## src/core/mbw_pkg.sv

```systemverilog
// Package: constants, state type and checksum step for the preset-multiple slave
`default_nettype none
package mbw_pkg;

  // ==========================================================================
  // Function and exception codes
  localparam logic [7:0] FN_READ_REGS   = 8'h03;
  localparam logic [7:0] FN_WRITE_ONE   = 8'h06;
  localparam logic [7:0] FN_WRITE_MULTI = 8'h10;
  localparam logic [7:0] EXC_FLAG       = 8'h80;
  localparam logic [7:0] EXC_NONE       = 8'h00;
  localparam logic [7:0] EXC_BAD_FUNC   = 8'h01;
  localparam logic [7:0] EXC_BAD_ADDR   = 8'h02;
  localparam logic [7:0] EXC_BAD_VALUE  = 8'h03;
  localparam logic [7:0] EXC_DEV_FAIL   = 8'h04;
  localparam logic [7:0] EXC_ACK_LONG   = 8'h05;
  localparam logic [7:0] EXC_DEV_BUSY   = 8'h06;
  localparam logic [7:0] EXC_PROG_NAK   = 8'h07;
  localparam logic [7:0] EXC_MEM_PARITY = 8'h08;
  localparam logic [7:0] BCAST_ADDR     = 8'h00;

  // ==========================================================================
  // Checksum
  localparam logic [15:0] CRC_INIT = 16'hFFFF;
  localparam logic [15:0] CRC_POLY = 16'hA001;
  localparam logic [15:0] CRC_GOOD = 16'h0000;

  // ==========================================================================
  // Frame layout (byte positions within a received query)
  localparam logic [5:0] POS_SLAVE    = 6'h00;
  localparam logic [5:0] POS_FUNC     = 6'h01;
  localparam logic [5:0] POS_START_HI = 6'h02;
  localparam logic [5:0] POS_START_LO = 6'h03;
  localparam logic [5:0] POS_QTY_HI   = 6'h04;
  localparam logic [5:0] POS_QTY_LO   = 6'h05;
  localparam logic [5:0] POS_BYTE_CNT = 6'h06;
  localparam logic [5:0] POS_DATA     = 6'h07;
  localparam logic [5:0] LEN_FIXED    = 6'h08;
  localparam logic [5:0] LEN_MULTI_HD = 6'h09;
  localparam logic [5:0] LEN_MIN      = 6'h04;
  localparam int         MAX_REGS     = 16;
  localparam logic [15:0] MAX_QTY     = 16'h0010;
  localparam int         FRAME_MAX    = 41;
  localparam logic [5:0] FRAME_LAST   = 6'h28;
  localparam logic [5:0] TX_LEN_EXC   = 6'h03;
  localparam logic [5:0] TX_LEN_ECHO  = 6'h06;
  localparam logic [5:0] TX_LEN_RDHDR = 6'h03;
  localparam int         GROUP_LSB    = 8;

  // ==========================================================================
  // Reply buffer
  localparam int FIFO_WIDTH = 8;
  localparam int FIFO_DEPTH = 8;

  typedef enum logic [2:0] {
    ST_RX, ST_CHECK, ST_EXEC, ST_TX, ST_CRC_LO, ST_CRC_HI
  } mbw_state_type;

  // One byte of the reflected 16-bit checksum
  function automatic logic [15:0] mbw_crc_step(input logic [15:0] crc_in,
                                               input logic [7:0]  data_in);
    logic [15:0] c;
    c = crc_in ^ {8'h00, data_in};
    for (int i = 0; i < 8; i++) begin
      c = c[0] ? ((c >> 1) ^ CRC_POLY) : (c >> 1);
    end
    return c;
  endfunction

endpackage
`default_nettype wire

```

## src/core/mbw_fifo.sv

```systemverilog
// Synchronous FIFO with valid/ready on both sides
`timescale 1ns/1ps
`default_nettype none
module mbw_fifo #(
  parameter int WIDTH = 8,
  parameter int DEPTH = 8
) (
  // Clock and reset
  input  wire logic             sys_clk,
  input  wire logic             srst,
  // Fill side
  input  wire logic             in_valid,
  output logic                  in_ready,
  input  wire logic [WIDTH-1:0] in_data,
  // Drain side
  output logic                  out_valid,
  input  wire logic             out_ready,
  output logic [WIDTH-1:0]      out_data
);
  localparam int AW = $clog2(DEPTH);

  logic [WIDTH-1:0] mem_ff [DEPTH];
  logic [AW-1:0]    wr_ptr_ff;
  logic [AW-1:0]    rd_ptr_ff;
  logic [AW:0]      count_ff;
  logic             push;
  logic             pop;

  // ==========================================================================
  // Handshakes
  assign in_ready  = (count_ff != (AW+1)'(DEPTH));
  assign out_valid = (count_ff != '0);
  assign push      = in_valid && in_ready;
  assign pop       = out_valid && out_ready;
  assign out_data  = mem_ff[rd_ptr_ff];

  // Storage write
  always_ff @(posedge sys_clk) begin
    if (push) begin
      mem_ff[wr_ptr_ff] <= in_data;
    end
  end

  // Pointers and fill level
  always_ff @(posedge sys_clk) begin
    if (srst) begin
      wr_ptr_ff <= '0;
      rd_ptr_ff <= '0;
      count_ff  <= '0;
    end else begin
      if (push) begin
        wr_ptr_ff <= (wr_ptr_ff == AW'(DEPTH-1)) ? '0 : wr_ptr_ff + 1'b1;
      end
      if (pop) begin
        rd_ptr_ff <= (rd_ptr_ff == AW'(DEPTH-1)) ? '0 : rd_ptr_ff + 1'b1;
      end
      if (push && !pop) begin
        count_ff <= count_ff + 1'b1;
      end else if (pop && !push) begin
        count_ff <= count_ff - 1'b1;
      end
    end
  end
endmodule
`default_nettype wire

```

## src/core/mbw_slave.sv

```systemverilog
// Slave query interpreter: preset-multiple, preset-single, read registers, exceptions
//
// How it works
// - Register addresses are zero-based on the wire
// - Register values are two bytes, high first
// - Multi-write reply: address, function, start, count, check
// - Broadcast queries never get any reply
// - Parity or checksum error: drop query silently
// - Intact but unservable query gets exception reply
// - Normal reply echoes function code unchanged
// - Exception reply function code has top bit set
// - Exception reply: address, flagged function, code, check
// - Code 01: function not allowed
// - Code 02: address not permitted
// - Code 03: data value not acceptable
// - Code 04: unrecoverable internal failure
// - Code 05: accepted, long processing time
// - Code 06: busy, master retries later
// - Code 07: programming request refused
// - Code 08: memory parity error on read
// - One multi-write stays inside one group
// - Failed register write does not stop the rest
// - Checksum starts all ones, polynomial A001 reflected
// - Checksum low byte sent before high byte
`timescale 1ns/1ps
`default_nettype none
module mbw_slave (
  // Clock and reset
  input  wire logic        sys_clk,
  input  wire logic        srst,
  // Station setup
  input  wire logic [7:0]  slave_addr,
  input  wire logic        dev_busy,
  // Received bytes
  input  wire logic        rx_valid,
  input  wire logic [7:0]  rx_data,
  input  wire logic        rx_err,
  input  wire logic        rx_eof,
  output logic             rx_busy,
  // Register access towards the drive
  output logic             reg_req,
  output logic             reg_we,
  output logic [15:0]      reg_addr,
  output logic [15:0]      reg_wdata,
  input  wire logic        reg_ack,
  input  wire logic [15:0] reg_rdata,
  input  wire logic [7:0]  reg_status,
  // Reply bytes
  output logic             tx_valid,
  input  wire logic        tx_ready,
  output logic [7:0]       tx_data
);
  mbw_pkg::mbw_state_type state_ff;
  logic [7:0]  buf_ff [mbw_pkg::FRAME_MAX];
  logic [5:0]  rx_cnt_ff;
  logic        rx_bad_ff;
  logic [15:0] crc_rx_ff;
  logic [15:0] crc_tx_ff;
  logic [7:0]  exc_ff;
  logic        bcast_ff;
  logic [4:0]  idx_ff;
  logic [4:0]  cnt_ff;
  logic [5:0]  tx_idx_ff;
  logic [5:0]  tx_len_ff;
  logic        reg_we_ff;
  logic [15:0] reg_addr_ff;
  logic [15:0] reg_wdata_ff;

  logic [7:0]  fn;
  logic [15:0] start_addr;
  logic [15:0] qty;
  logic [16:0] end_sum;
  logic        is_read;
  logic        is_multi;
  logic        is_single;
  logic        chk_drop;
  logic [7:0]  chk_exc;
  logic [7:0]  done_exc;
  logic [4:0]  nxt_idx;
  logic [5:0]  wr_pos;
  logic [5:0]  rd_pos;
  logic        step_done;
  logic [7:0]  tx_byte;
  logic        fifo_in_valid;
  logic        fifo_in_ready;
  logic [7:0]  fifo_in_data;

  // ==========================================================================
  // Field decode of the stored query
  assign fn         = buf_ff[mbw_pkg::POS_FUNC];
  assign start_addr = {buf_ff[mbw_pkg::POS_START_HI], buf_ff[mbw_pkg::POS_START_LO]};
  assign qty        = {buf_ff[mbw_pkg::POS_QTY_HI], buf_ff[mbw_pkg::POS_QTY_LO]};
  assign end_sum    = {1'b0, start_addr} + {1'b0, qty} - 17'h00001;
  assign is_read    = (fn == mbw_pkg::FN_READ_REGS);
  assign is_multi   = (fn == mbw_pkg::FN_WRITE_MULTI);
  assign is_single  = (fn == mbw_pkg::FN_WRITE_ONE);

  // Decide whether to drop the query, and which exception it earns
  always_comb begin
    chk_drop = rx_bad_ff || (rx_cnt_ff < mbw_pkg::LEN_MIN)
               || (crc_rx_ff != mbw_pkg::CRC_GOOD);
    if ((buf_ff[mbw_pkg::POS_SLAVE] != slave_addr)
        && (buf_ff[mbw_pkg::POS_SLAVE] != mbw_pkg::BCAST_ADDR)) begin
      chk_drop = 1'b1;
    end
    if ((buf_ff[mbw_pkg::POS_SLAVE] == mbw_pkg::BCAST_ADDR) && !is_multi && !is_single) begin
      chk_drop = 1'b1;
    end
    chk_exc = mbw_pkg::EXC_NONE;
    if (!is_read && !is_multi && !is_single) begin
      chk_exc = mbw_pkg::EXC_BAD_FUNC;
    end else if (is_multi && (rx_cnt_ff != mbw_pkg::LEN_MULTI_HD
                              + buf_ff[mbw_pkg::POS_BYTE_CNT][5:0])) begin
      chk_exc = mbw_pkg::EXC_BAD_VALUE;
    end else if (!is_multi && (rx_cnt_ff != mbw_pkg::LEN_FIXED)) begin
      chk_exc = mbw_pkg::EXC_BAD_VALUE;
    end else if (!is_single && ((qty == 16'h0000) || (qty > mbw_pkg::MAX_QTY))) begin
      chk_exc = mbw_pkg::EXC_BAD_VALUE;
    end else if (is_multi && (buf_ff[mbw_pkg::POS_BYTE_CNT] != {qty[6:0], 1'b0})) begin
      chk_exc = mbw_pkg::EXC_BAD_VALUE;
    end else if (!is_single && (end_sum[16] || (end_sum[15:mbw_pkg::GROUP_LSB]
                 != start_addr[15:mbw_pkg::GROUP_LSB]))) begin
      chk_exc = mbw_pkg::EXC_BAD_ADDR;
    end else if (dev_busy) begin
      chk_exc = mbw_pkg::EXC_DEV_BUSY;
    end
  end

  // First failure of the register pass is the one reported
  assign done_exc  = (exc_ff != mbw_pkg::EXC_NONE) ? exc_ff : reg_status;
  assign step_done = (state_ff == mbw_pkg::ST_EXEC) && reg_ack;
  assign nxt_idx   = idx_ff + 5'h01;
  assign wr_pos    = mbw_pkg::POS_DATA + {nxt_idx, 1'b0};
  assign rd_pos    = mbw_pkg::POS_DATA + {idx_ff, 1'b0};

  // ==========================================================================
  // Query storage: received bytes, then read data in place of them
  always_ff @(posedge sys_clk) begin
    if ((state_ff == mbw_pkg::ST_RX) && rx_valid && !rx_eof
        && (rx_cnt_ff <= mbw_pkg::FRAME_LAST)) begin
      buf_ff[rx_cnt_ff] <= rx_data;
    end else if (step_done && !reg_we_ff) begin
      buf_ff[rd_pos]        <= reg_rdata[15:8];
      buf_ff[rd_pos + 6'h1] <= reg_rdata[7:0];
    end
  end

  // Receive count, error flag and running checksum; held over the frame end
  // so that the check state still sees them, cleared once it has run
  always_ff @(posedge sys_clk) begin
    if (srst || (state_ff != mbw_pkg::ST_RX)) begin
      rx_cnt_ff <= '0;
      rx_bad_ff <= 1'b0;
      crc_rx_ff <= mbw_pkg::CRC_INIT;
    end else if (rx_valid && !rx_eof) begin
      if (rx_cnt_ff <= mbw_pkg::FRAME_LAST) begin
        rx_cnt_ff <= rx_cnt_ff + 6'h01;
      end else begin
        rx_bad_ff <= 1'b1;
      end
      if (rx_err) begin
        rx_bad_ff <= 1'b1;
      end
      crc_rx_ff <= mbw_pkg::mbw_crc_step(crc_rx_ff, rx_data);
    end
  end

  // ==========================================================================
  // Sequencer
  always_ff @(posedge sys_clk) begin
    if (srst) begin
      state_ff  <= mbw_pkg::ST_RX;
      exc_ff    <= mbw_pkg::EXC_NONE;
      bcast_ff  <= 1'b0;
      idx_ff    <= '0;
      cnt_ff    <= '0;
      tx_idx_ff <= '0;
      tx_len_ff <= '0;
    end else begin
      case (state_ff)
        mbw_pkg::ST_RX: begin
          if (rx_eof && (rx_cnt_ff != 6'h00)) begin
            state_ff <= mbw_pkg::ST_CHECK;
          end
        end
        mbw_pkg::ST_CHECK: begin
          bcast_ff  <= (buf_ff[mbw_pkg::POS_SLAVE] == mbw_pkg::BCAST_ADDR);
          exc_ff    <= chk_exc;
          idx_ff    <= '0;
          cnt_ff    <= is_single ? 5'h01 : qty[4:0];
          tx_idx_ff <= '0;
          tx_len_ff <= mbw_pkg::TX_LEN_EXC;
          if (chk_drop) begin
            state_ff <= mbw_pkg::ST_RX;
          end else if (chk_exc != mbw_pkg::EXC_NONE) begin
            state_ff <= (buf_ff[mbw_pkg::POS_SLAVE] == mbw_pkg::BCAST_ADDR)
                        ? mbw_pkg::ST_RX : mbw_pkg::ST_TX;
          end else begin
            state_ff <= mbw_pkg::ST_EXEC;
          end
        end
        mbw_pkg::ST_EXEC: begin
          if (reg_ack) begin
            exc_ff <= done_exc;
            idx_ff <= nxt_idx;
            if (nxt_idx == cnt_ff) begin
              state_ff <= bcast_ff ? mbw_pkg::ST_RX : mbw_pkg::ST_TX;
              if (done_exc != mbw_pkg::EXC_NONE) begin
                tx_len_ff <= mbw_pkg::TX_LEN_EXC;
              end else if (is_read) begin
                tx_len_ff <= mbw_pkg::TX_LEN_RDHDR + {cnt_ff, 1'b0};
              end else begin
                tx_len_ff <= mbw_pkg::TX_LEN_ECHO;
              end
            end
          end
        end
        mbw_pkg::ST_TX: begin
          if (fifo_in_ready) begin
            tx_idx_ff <= tx_idx_ff + 6'h01;
            if (tx_idx_ff == tx_len_ff - 6'h01) begin
              state_ff <= mbw_pkg::ST_CRC_LO;
            end
          end
        end
        mbw_pkg::ST_CRC_LO: begin
          if (fifo_in_ready) begin
            state_ff <= mbw_pkg::ST_CRC_HI;
          end
        end
        mbw_pkg::ST_CRC_HI: begin
          if (fifo_in_ready) begin
            state_ff <= mbw_pkg::ST_RX;
          end
        end
        default: begin
          state_ff <= mbw_pkg::ST_RX;
        end
      endcase
    end
  end

  // Register request address, data and direction, one register per step
  always_ff @(posedge sys_clk) begin
    if (srst) begin
      reg_we_ff    <= 1'b0;
      reg_addr_ff  <= '0;
      reg_wdata_ff <= '0;
    end else if (state_ff == mbw_pkg::ST_CHECK) begin
      reg_we_ff    <= !is_read;
      reg_addr_ff  <= start_addr;
      reg_wdata_ff <= is_single ? qty
                      : {buf_ff[mbw_pkg::POS_DATA], buf_ff[mbw_pkg::POS_DATA + 6'h1]};
    end else if (step_done) begin
      reg_addr_ff  <= reg_addr_ff + 16'h0001;
      reg_wdata_ff <= {buf_ff[wr_pos], buf_ff[wr_pos + 6'h1]};
    end
  end

  assign reg_req   = (state_ff == mbw_pkg::ST_EXEC);
  assign reg_we    = reg_we_ff;
  assign reg_addr  = reg_addr_ff;
  assign reg_wdata = reg_wdata_ff;
  assign rx_busy   = (state_ff != mbw_pkg::ST_RX);

  // ==========================================================================
  // Reply byte selection
  always_comb begin
    if (tx_idx_ff == 6'h00) begin
      tx_byte = buf_ff[mbw_pkg::POS_SLAVE];
    end else if (tx_idx_ff == 6'h01) begin
      tx_byte = (exc_ff != mbw_pkg::EXC_NONE) ? (fn | mbw_pkg::EXC_FLAG) : fn;
    end else if (exc_ff != mbw_pkg::EXC_NONE) begin
      tx_byte = exc_ff;
    end else if (is_read && (tx_idx_ff == 6'h02)) begin
      tx_byte = {2'b00, cnt_ff, 1'b0};
    end else if (is_read) begin
      tx_byte = buf_ff[tx_idx_ff + 6'h04];
    end else begin
      tx_byte = buf_ff[tx_idx_ff];
    end
  end

  // Checksum over the reply, restarted before each reply
  always_ff @(posedge sys_clk) begin
    if (srst || (state_ff != mbw_pkg::ST_TX && state_ff != mbw_pkg::ST_CRC_LO
                 && state_ff != mbw_pkg::ST_CRC_HI)) begin
      crc_tx_ff <= mbw_pkg::CRC_INIT;
    end else if ((state_ff == mbw_pkg::ST_TX) && fifo_in_ready) begin
      crc_tx_ff <= mbw_pkg::mbw_crc_step(crc_tx_ff, tx_byte);
    end
  end

  // Feed the reply buffer; low checksum byte goes first
  always_comb begin
    fifo_in_valid = 1'b1;
    fifo_in_data  = tx_byte;
    case (state_ff)
      mbw_pkg::ST_TX:     fifo_in_data = tx_byte;
      mbw_pkg::ST_CRC_LO: fifo_in_data = crc_tx_ff[7:0];
      mbw_pkg::ST_CRC_HI: fifo_in_data = crc_tx_ff[15:8];
      default:            fifo_in_valid = 1'b0;
    endcase
  end

  // ==========================================================================
  // Reply buffer towards the line driver
  mbw_fifo #(
    .WIDTH (mbw_pkg::FIFO_WIDTH),
    .DEPTH (mbw_pkg::FIFO_DEPTH)
  ) i_mbw_fifo (
    .sys_clk   (sys_clk),
    .srst      (srst),
    .in_valid  (fifo_in_valid),
    .in_ready  (fifo_in_ready),
    .in_data   (fifo_in_data),
    .out_valid (tx_valid),
    .out_ready (tx_ready),
    .out_data  (tx_data)
  );
endmodule
`default_nettype wire

```

## config.mk

```make
export PLATFORM = sky130hd
export DESIGN_NAME = mbw_slave
export DESIGN_NICKNAME = d
export VERILOG_FILES = /design/src/core/mbw_pkg.sv /design/src/core/mbw_fifo.sv /design/src/core/mbw_slave.sv
export SDC_FILE = /design/constraint.sdc
export NUM_CORES = 1
export LEC_CHECK = 0
export BUFFER_PORTS_ARGS = -buffer_cell sky130_fd_sc_hd__clkbuf_2
export CORE_MARGIN = 2
export CORE_UTILIZATION = 30
export DETAILED_ROUTE_END_ITERATION = 10
export GPL_TIMING_DRIVEN = 0
export PLACE_DENSITY_LB_ADDON = 0.15
export RECOVER_POWER = 100
export SYNTH_ARGS = -nofsm -noshare
export SYNTH_HDL_FRONTEND = slang
export SYNTH_HIERARCHICAL = 1
export SYNTH_SLANG_ARGS = --single-unit
```

## constraint.sdc

```tcl
create_clock -name sys_clk -period 13.6 [get_ports sys_clk]
set_input_delay 3.4 -clock sys_clk [delete_from_list [all_inputs] [get_ports sys_clk]]
set_output_delay 3.4 -clock sys_clk [all_outputs]
set_load 0.005 [all_outputs]
```

==> results.yml, run 1 <==
routing:
  wl_per_cell_um: 40.1
  drt-pass1-iter-count: 9
  route.met2.wl_um: 78600
  vias: 28100
  route.detailed.drc: 0
  top_layer: "met5"
  wl_met3_um: 19600
  routed_wl_um: 181000
  wirelength_met1_um: 73800
  antenna_left: 0
  drt-initial-drc-count: 3651
  via_per_inst: 6.24
synth:
  synth_ff_type: "edfxtp_1"
  ys_types: 99
  ys_async_sr_fraction_pct: 0
  synth.ff_latch_count: 573
  syn-num-nets: 2843
  syn_inst: 2740
  avgSynthCellArea_um2: 12.8
  synth_seq_area_share_pct: 45.5
  mappedNetlistArea_mm2: 0.0351
  ys_warn_count: 6
  synth_edf_count: 448
die:
  fp.dieH_um: 346
  pin_count: 92
  die_w_um: 346
  fp-row-count: 125
  core_area_mm2: 0.116
  floorplan.die_area_mm2: 0.120
  start_util_pct: 30.2
power_and_ir_drop:
  ir_drop_mv: 0.0785
  p_leak_nw: 12.8
  total_power_mw: 4.48
  p_per_area_mw_per_mm2: 113
sta:
  tns_ns: 0
  rsz0062_at_grt: "false"
  setup_slack_ns: 2.00
  relSlewSlack_pct: -43.2
  max_freq_mhz: 86.2
  hold_violations: 0
  min_period_ns: 11.60
  whs_ns: 0.457
  clock_skew_ns: 0.0420
  setup_violations: 0
  finalCritPeriodShare_pct: 85.3
  tightest_slew_ns: 2.15
  maxSlewViolCount: 321
cells_and_area:
  drive_gt1_share_pct: 21.7
  nets: 3016
  final_cell_mix: "edfxtp_1, mux4_2, nor2_1"
  stdcell_count: 4504
  final_core_util_pct: 34.2
  final_common_cell: "edfxtp_1"
  areaGrowthSynthToFinish_pct: 13.2
  stdcell_area_mm2: 0.0397
global_route:
  grt_pass1_wl_um: 240000
  antenna_found_initial: 11
  grt_max_degree: 34
  gr-usage-all-layers_pct: 29.5
  overflow: 0
  grt_pass1_vias: 26600
critical_path:
  worstPathRequired_ns: 13.79
  regToRegStartpoint: "idx_ff[0]$_SDFFE_PP0P_"
  cp_max_fo: 10
  end_kind: "register"
  worst-setup-path-type: "reg2reg"
  cp-startpoint: "idx_ff[0]$_SDFFE_PP0P_"
  critPathArrivalTime_ns: 11.79
  setup.worst_path.start_class: "register"
worst_hold_path:
  hp-start: "rx_bad_ff$_SDFFE_PP0P_"
  hold_class: "reg2reg"
status:
  status: "finished with violations"
  violations: "max-capacitance violations, max-slew violations"
cts:
  clock-sinks: 573
  cts.path.max_buffers: 3
  cts_max_level: 3
  cts_buffers: 72
  tritoncts: "built"
  ctsHoldBuffers: 0
  insertion_delay_ns: 0.70
  cts_root_buf: "clkbuf_16"
  cts_resized: 0
  clkTransAtPathRegs_ns: 0.06
  post-cts-setup-buffers: 0
placement:
  dp_hpwl_um: 138000
  gp_congestion: 1.03
  port_buffers: 91
  dp_cells: 4362
  placed_area_mm2: 0.0376
  dp_slack_ns: 2.94
run:
  drv_cap: 18
==> final timing paths <==
path / slack [ns] / endpoint / cells after the start
max: 2.00 / buf_ff[39][3]$_DFFE_PP_ / 13
min: 0.46 / rx_bad_ff$_SDFFE_PP0P_ / 2
min reg2reg: 0.46 / rx_bad_ff$_SDFFE_PP0P_ / 2
max reg2reg: 2.00 / buf_ff[39][3]$_DFFE_PP_ / 13
==> cells by family (layout without fill, tap and decap cells) <==
kind of cell / count (synthesis) / count (layout) / share of synthesized area [%]
DFF: 573 / 573 / 45.5
muxes: 515 / 515 / 27.1
xor gates and xnor gates: 120 / 120 / 3.30
adders and majority gates: 55 / 55 / 1.98
AOI/OAI and AO/OA: 449 / 449 / 8.17
and+or+nand+nor: 717 / 717 / 9.46
buffers and inverters: 311 / 540 / 4.52
other: 0 / 11 / 0
==> cell usage after synthesis (all sizes together) (8+ instances only) <==
| library cell | number | area share [%] |
|---|---|---|
| nand2b | 19 | 0.34 |
| edfxtp | 448 | 38 |
| o22ai | 18 | 0.32 |
| nor4 | 27 | 0.50 |
| clkbuf | 133 | 1.4 |
| a2111oi | 10 | 0.32 |
| a22oi | 20 | 0.43 |
| dfxtp | 125 | 7.1 |
| nor2b | 22 | 0.39 |
| a211oi | 26 | 0.57 |
| and3 | 16 | 0.29 |
| o211ai | 29 | 0.63 |
| ha | 54 | 1.9 |
| nor3 | 42 | 0.63 |
| mux2 | 109 | 3.5 |
| or3 | 14 | 0.25 |
| a221oi | 19 | 0.51 |
| buf | 82 | 2.0 |
| a21oi | 179 | 2.6 |
| o21ai | 63 | 0.90 |
| inv | 94 | 1.0 |
| a21o | 8 | 0.17 |
| mux4 | 324 | 21 |
| xnor2 | 65 | 1.7 |
| nand2 | 181 | 1.9 |
| a31oi | 29 | 0.52 |
| mux2i | 82 | 2.4 |
| nor2 | 278 | 3.0 |
| a311oi | 12 | 0.30 |
| nand3 | 68 | 0.97 |
| xor2 | 53 | 1.5 |
==> sequential cells by signal, indices dropped and copies added (netlist names), named ones only <==
register / cells
tx_len_ff: 6
buf_ff: 384
tx_idx_ff: 6
i_mbw_fifo/count_ff: 4
exc_ff: 8
rx_cnt_ff: 6
reg_wdata: 16
state_ff: 3
rx_bad_ff: 1
i_mbw_fifo/wr_ptr_ff: 3
i_mbw_fifo/mem_ff: 64
crc_rx_ff: 16
reg_addr: 16
crc_tx_ff: 16
bcast_ff: 1
reg_we: 1
idx_ff: 5
cnt_ff: 5
i_mbw_fifo/rd_ptr_ff: 3
==> per-layer routing <==
layer / vias up / track usage [%]
li1: 11100 / -
met1: 14600 / 39.7
met2: 1978 / 44.1
met3: 356 / 8.80
met4: 14 / 12.6
met5: - / 0
==> report_power, final <==
group / internal [mW] / total, mW / switching, mW / leakage, nW
registers: 1.93 / 2.00 / 0.0666 / 5.04
logic: 0.200 / 0.521 / 0.321 / 6.65
clock network: 1.11 / 1.96 / 0.854 / 1.13
total: 3.24 / 4.48 / 1.24 / 12.8
==> critical path, cell delays in order, from the launching register on <==
cell	delay, ns
dfxtp_1	0.60
clkbuf_1	0.57
clkbuf_1	0.99
clkbuf_1	0.88
clkbuf_1	1.15
inv_1	0.26
ha_1	0.49
clkbuf_1	0.74
clkbuf_1	1.00
clkbuf_1	0.86
clkbuf_1	1.18
nor3_1	0.10
o21ai_0	1.39
nor2_1	0.81
==> cell type report <==
type                       instances  area [µm²]
antenna                           11        27.5
timing repair buffer              99         450
clock inverter                    39         444
fill                           11400       76300
sequential                       573       16000
buffer                           216        1210
clock buffer                      91        1880
inverter                          95         357
multi-input combinational       1856       17500
tap                             1524        1910
Note: power is estimated with default switching activity, not from simulation.
==> inputs of run 2 (changes only) <==
==> constraint.sdc (replaced) <==
create_clock -name sys_clk -period 13.52 [get_ports sys_clk]
set_input_delay 3.38 -clock sys_clk [delete_from_list [all_inputs] [get_ports sys_clk]]
set_output_delay 3.38 -clock sys_clk [all_outputs]
set_load 0.02 [all_outputs]
==> results.yml, run 2 (same netlist as run 1, synthesis figures left out) <==
global_route:
  grt_pass1_wl_um: 240000
  grt_pass1_vias: 26600
  gr-usage-all-layers_pct: 29.5
  grt_max_degree: 34
  overflow: 0
  antenna_found_initial: 11
power_and_ir_drop:
  total_power_mw: 4.54
  ir_drop_mv: 0.0776
  seq_power_share_pct: 44.3
  p_leak_nw: 12.8
  comb_power_share_pct: 12.3
  p_switching_mw: 1.28
  p_clk_share_pct: 43.4
  p_int_mw: 3.26
  power_switching_share_pct: 28.2
  p_per_area_mw_per_mm2: 114
cells_and_area:
  stdcell_area_mm2: 0.0397
  nets: 3016
  areaGrowthSynthToFinish_pct: 13.1
  stdcell_count: 4503
  largestRegisters: "buf_ff (384), i_mbw_fifo/mem_ff (64)"
  final_common_cell: "edfxtp_1"
  final_cell_mix: "edfxtp_1, mux4_2, nor2_1"
  drive_gt1_share_pct: 21.3
  largest_register_ffs: 384
  top_register: "buf_ff"
routing:
  drt-initial-drc-count: 3627
  wl_per_cell_um: 40.1
  route.detailed.drc: 0
  antenna_left: 0
  drt-pass1-iter-count: 6
  routed_wl_um: 181000
  vias: 28100
  via_per_inst: 6.24
critical_path:
  cp_max_fo: 10
  end_kind: "register"
  reg2regPathDepth: 13
  worstPathRequired_ns: 13.71
  setup.worst_path.start_class: "register"
  critPathArrivalTime_ns: 11.79
  worst-setup-path-type: "reg2reg"
placement:
  port_buffers: 91
  dp_hpwl_um: 138000
  dp_cells: 4362
  gp_congestion: 1.03
  placed_area_mm2: 0.0376
sta:
  rsz0062_at_grt: "false"
  setup_violations: 0
  relSlewSlack_pct: -43.6
  maxSlewViolCount: 323
  tightest_slew_ns: 2.15
  max_freq_mhz: 86.2
  hold_violations: 0
  whs_ns: 0.457
  min_period_ns: 11.60
  finalCritPeriodShare_pct: 85.8
  clock_skew_ns: 0.0410
  tns_ns: 0
die:
  start_util_pct: 30.2
  fp-row-count: 125
  pin_count: 92
  die_w_um: 346
  core_area_mm2: 0.116
  fp.dieH_um: 346
  floorplan.die_area_mm2: 0.120
cts:
  ctsHoldBuffers: 0
  clkTransAtPathRegs_ns: 0.06
  post-cts-setup-buffers: 0
  cts_root_buf: "clkbuf_16"
  insertion_delay_ns: 0.69
  cts_buffers: 72
  clock-sinks: 573
  tritoncts: "built"
  cts.path.max_buffers: 3
  cts_resized: 0
  cts_max_level: 3
worst_hold_path:
  holdPathStages: 2
  hold_class: "reg2reg"
run:
  drv_cap: 19
status:
  violations: "max-capacitance violations, max-slew violations"
  status: "finished with violations"
run 2: cell types whose count changed in the layout (fill, tap and decap cells not counted):
cell	delta
diode_2	-1
clkbuf_2	-16
clkbuf_1	+16
mux2_1	-4
mux2_2	+4
run 2: stage by stage:
step                setup WS [ns]  utilization [%]
detailed placement           2.86             32.4
global route                 2.02             34.2
finish                       1.92             34.2
CTS                          2.86             34.4
global placement             2.77             32.3
floorplan                    7.78                -
run 2: final timing paths:
kind                               start                      end  slack, ns
setup reg to reg  idx_ff[0]$_SDFFE_PP0P_  buf_ff[31][4]$_DFFE_PP_       1.92
hold / removal    rx_bad_ff$_SDFFE_PP0P_   rx_bad_ff$_SDFFE_PP0P_       0.46
setup / recovery  idx_ff[0]$_SDFFE_PP0P_  buf_ff[31][4]$_DFFE_PP_       1.92
hold reg to reg   rx_bad_ff$_SDFFE_PP0P_   rx_bad_ff$_SDFFE_PP0P_       0.46
run 2: layout make-up:
type	count	area, µm²
fill	11400	76400
sequential	573	16000
multi-input combinational	1856	17500
clock inverter	39	444
buffer	216	1210
inverter	95	357
clock buffer	91	1880
antenna	10	25.0
timing repair buffer	99	430
tap	1524	1910
run 2: layer usage:
layer  GRT usage, %  vias up  share of wire [%]
li1               -    11100                  -
met1           39.7    14700                 41
met2           44.1     1940                 43
met3           8.80      373                 11
met4           12.6       12                4.9
met5              0        -              0.049
run 2: critical path: stages, from the launching register on:
cell and delay [ns]:
dfxtp_1 0.60, clkbuf_1 0.57, clkbuf_1 0.97, clkbuf_1 0.90
clkbuf_1 1.16, inv_1 0.27, ha_1 0.49, clkbuf_1 0.74
clkbuf_1 1.01, clkbuf_1 0.85, clkbuf_1 1.19, nor3_1 0.10
o21ai_0 1.35, nor2_1 0.82
run 2: power groups by stage:
stage	clock network, mW	registers [mW]	logic [mW]
floorplan	0	2.04	0.349
global placement	0	2.05	0.559
detailed placement	0	2.05	0.571
CTS	1.98	2.01	0.573
global route	2.05	2.02	0.600
finish	1.97	2.01	0.557
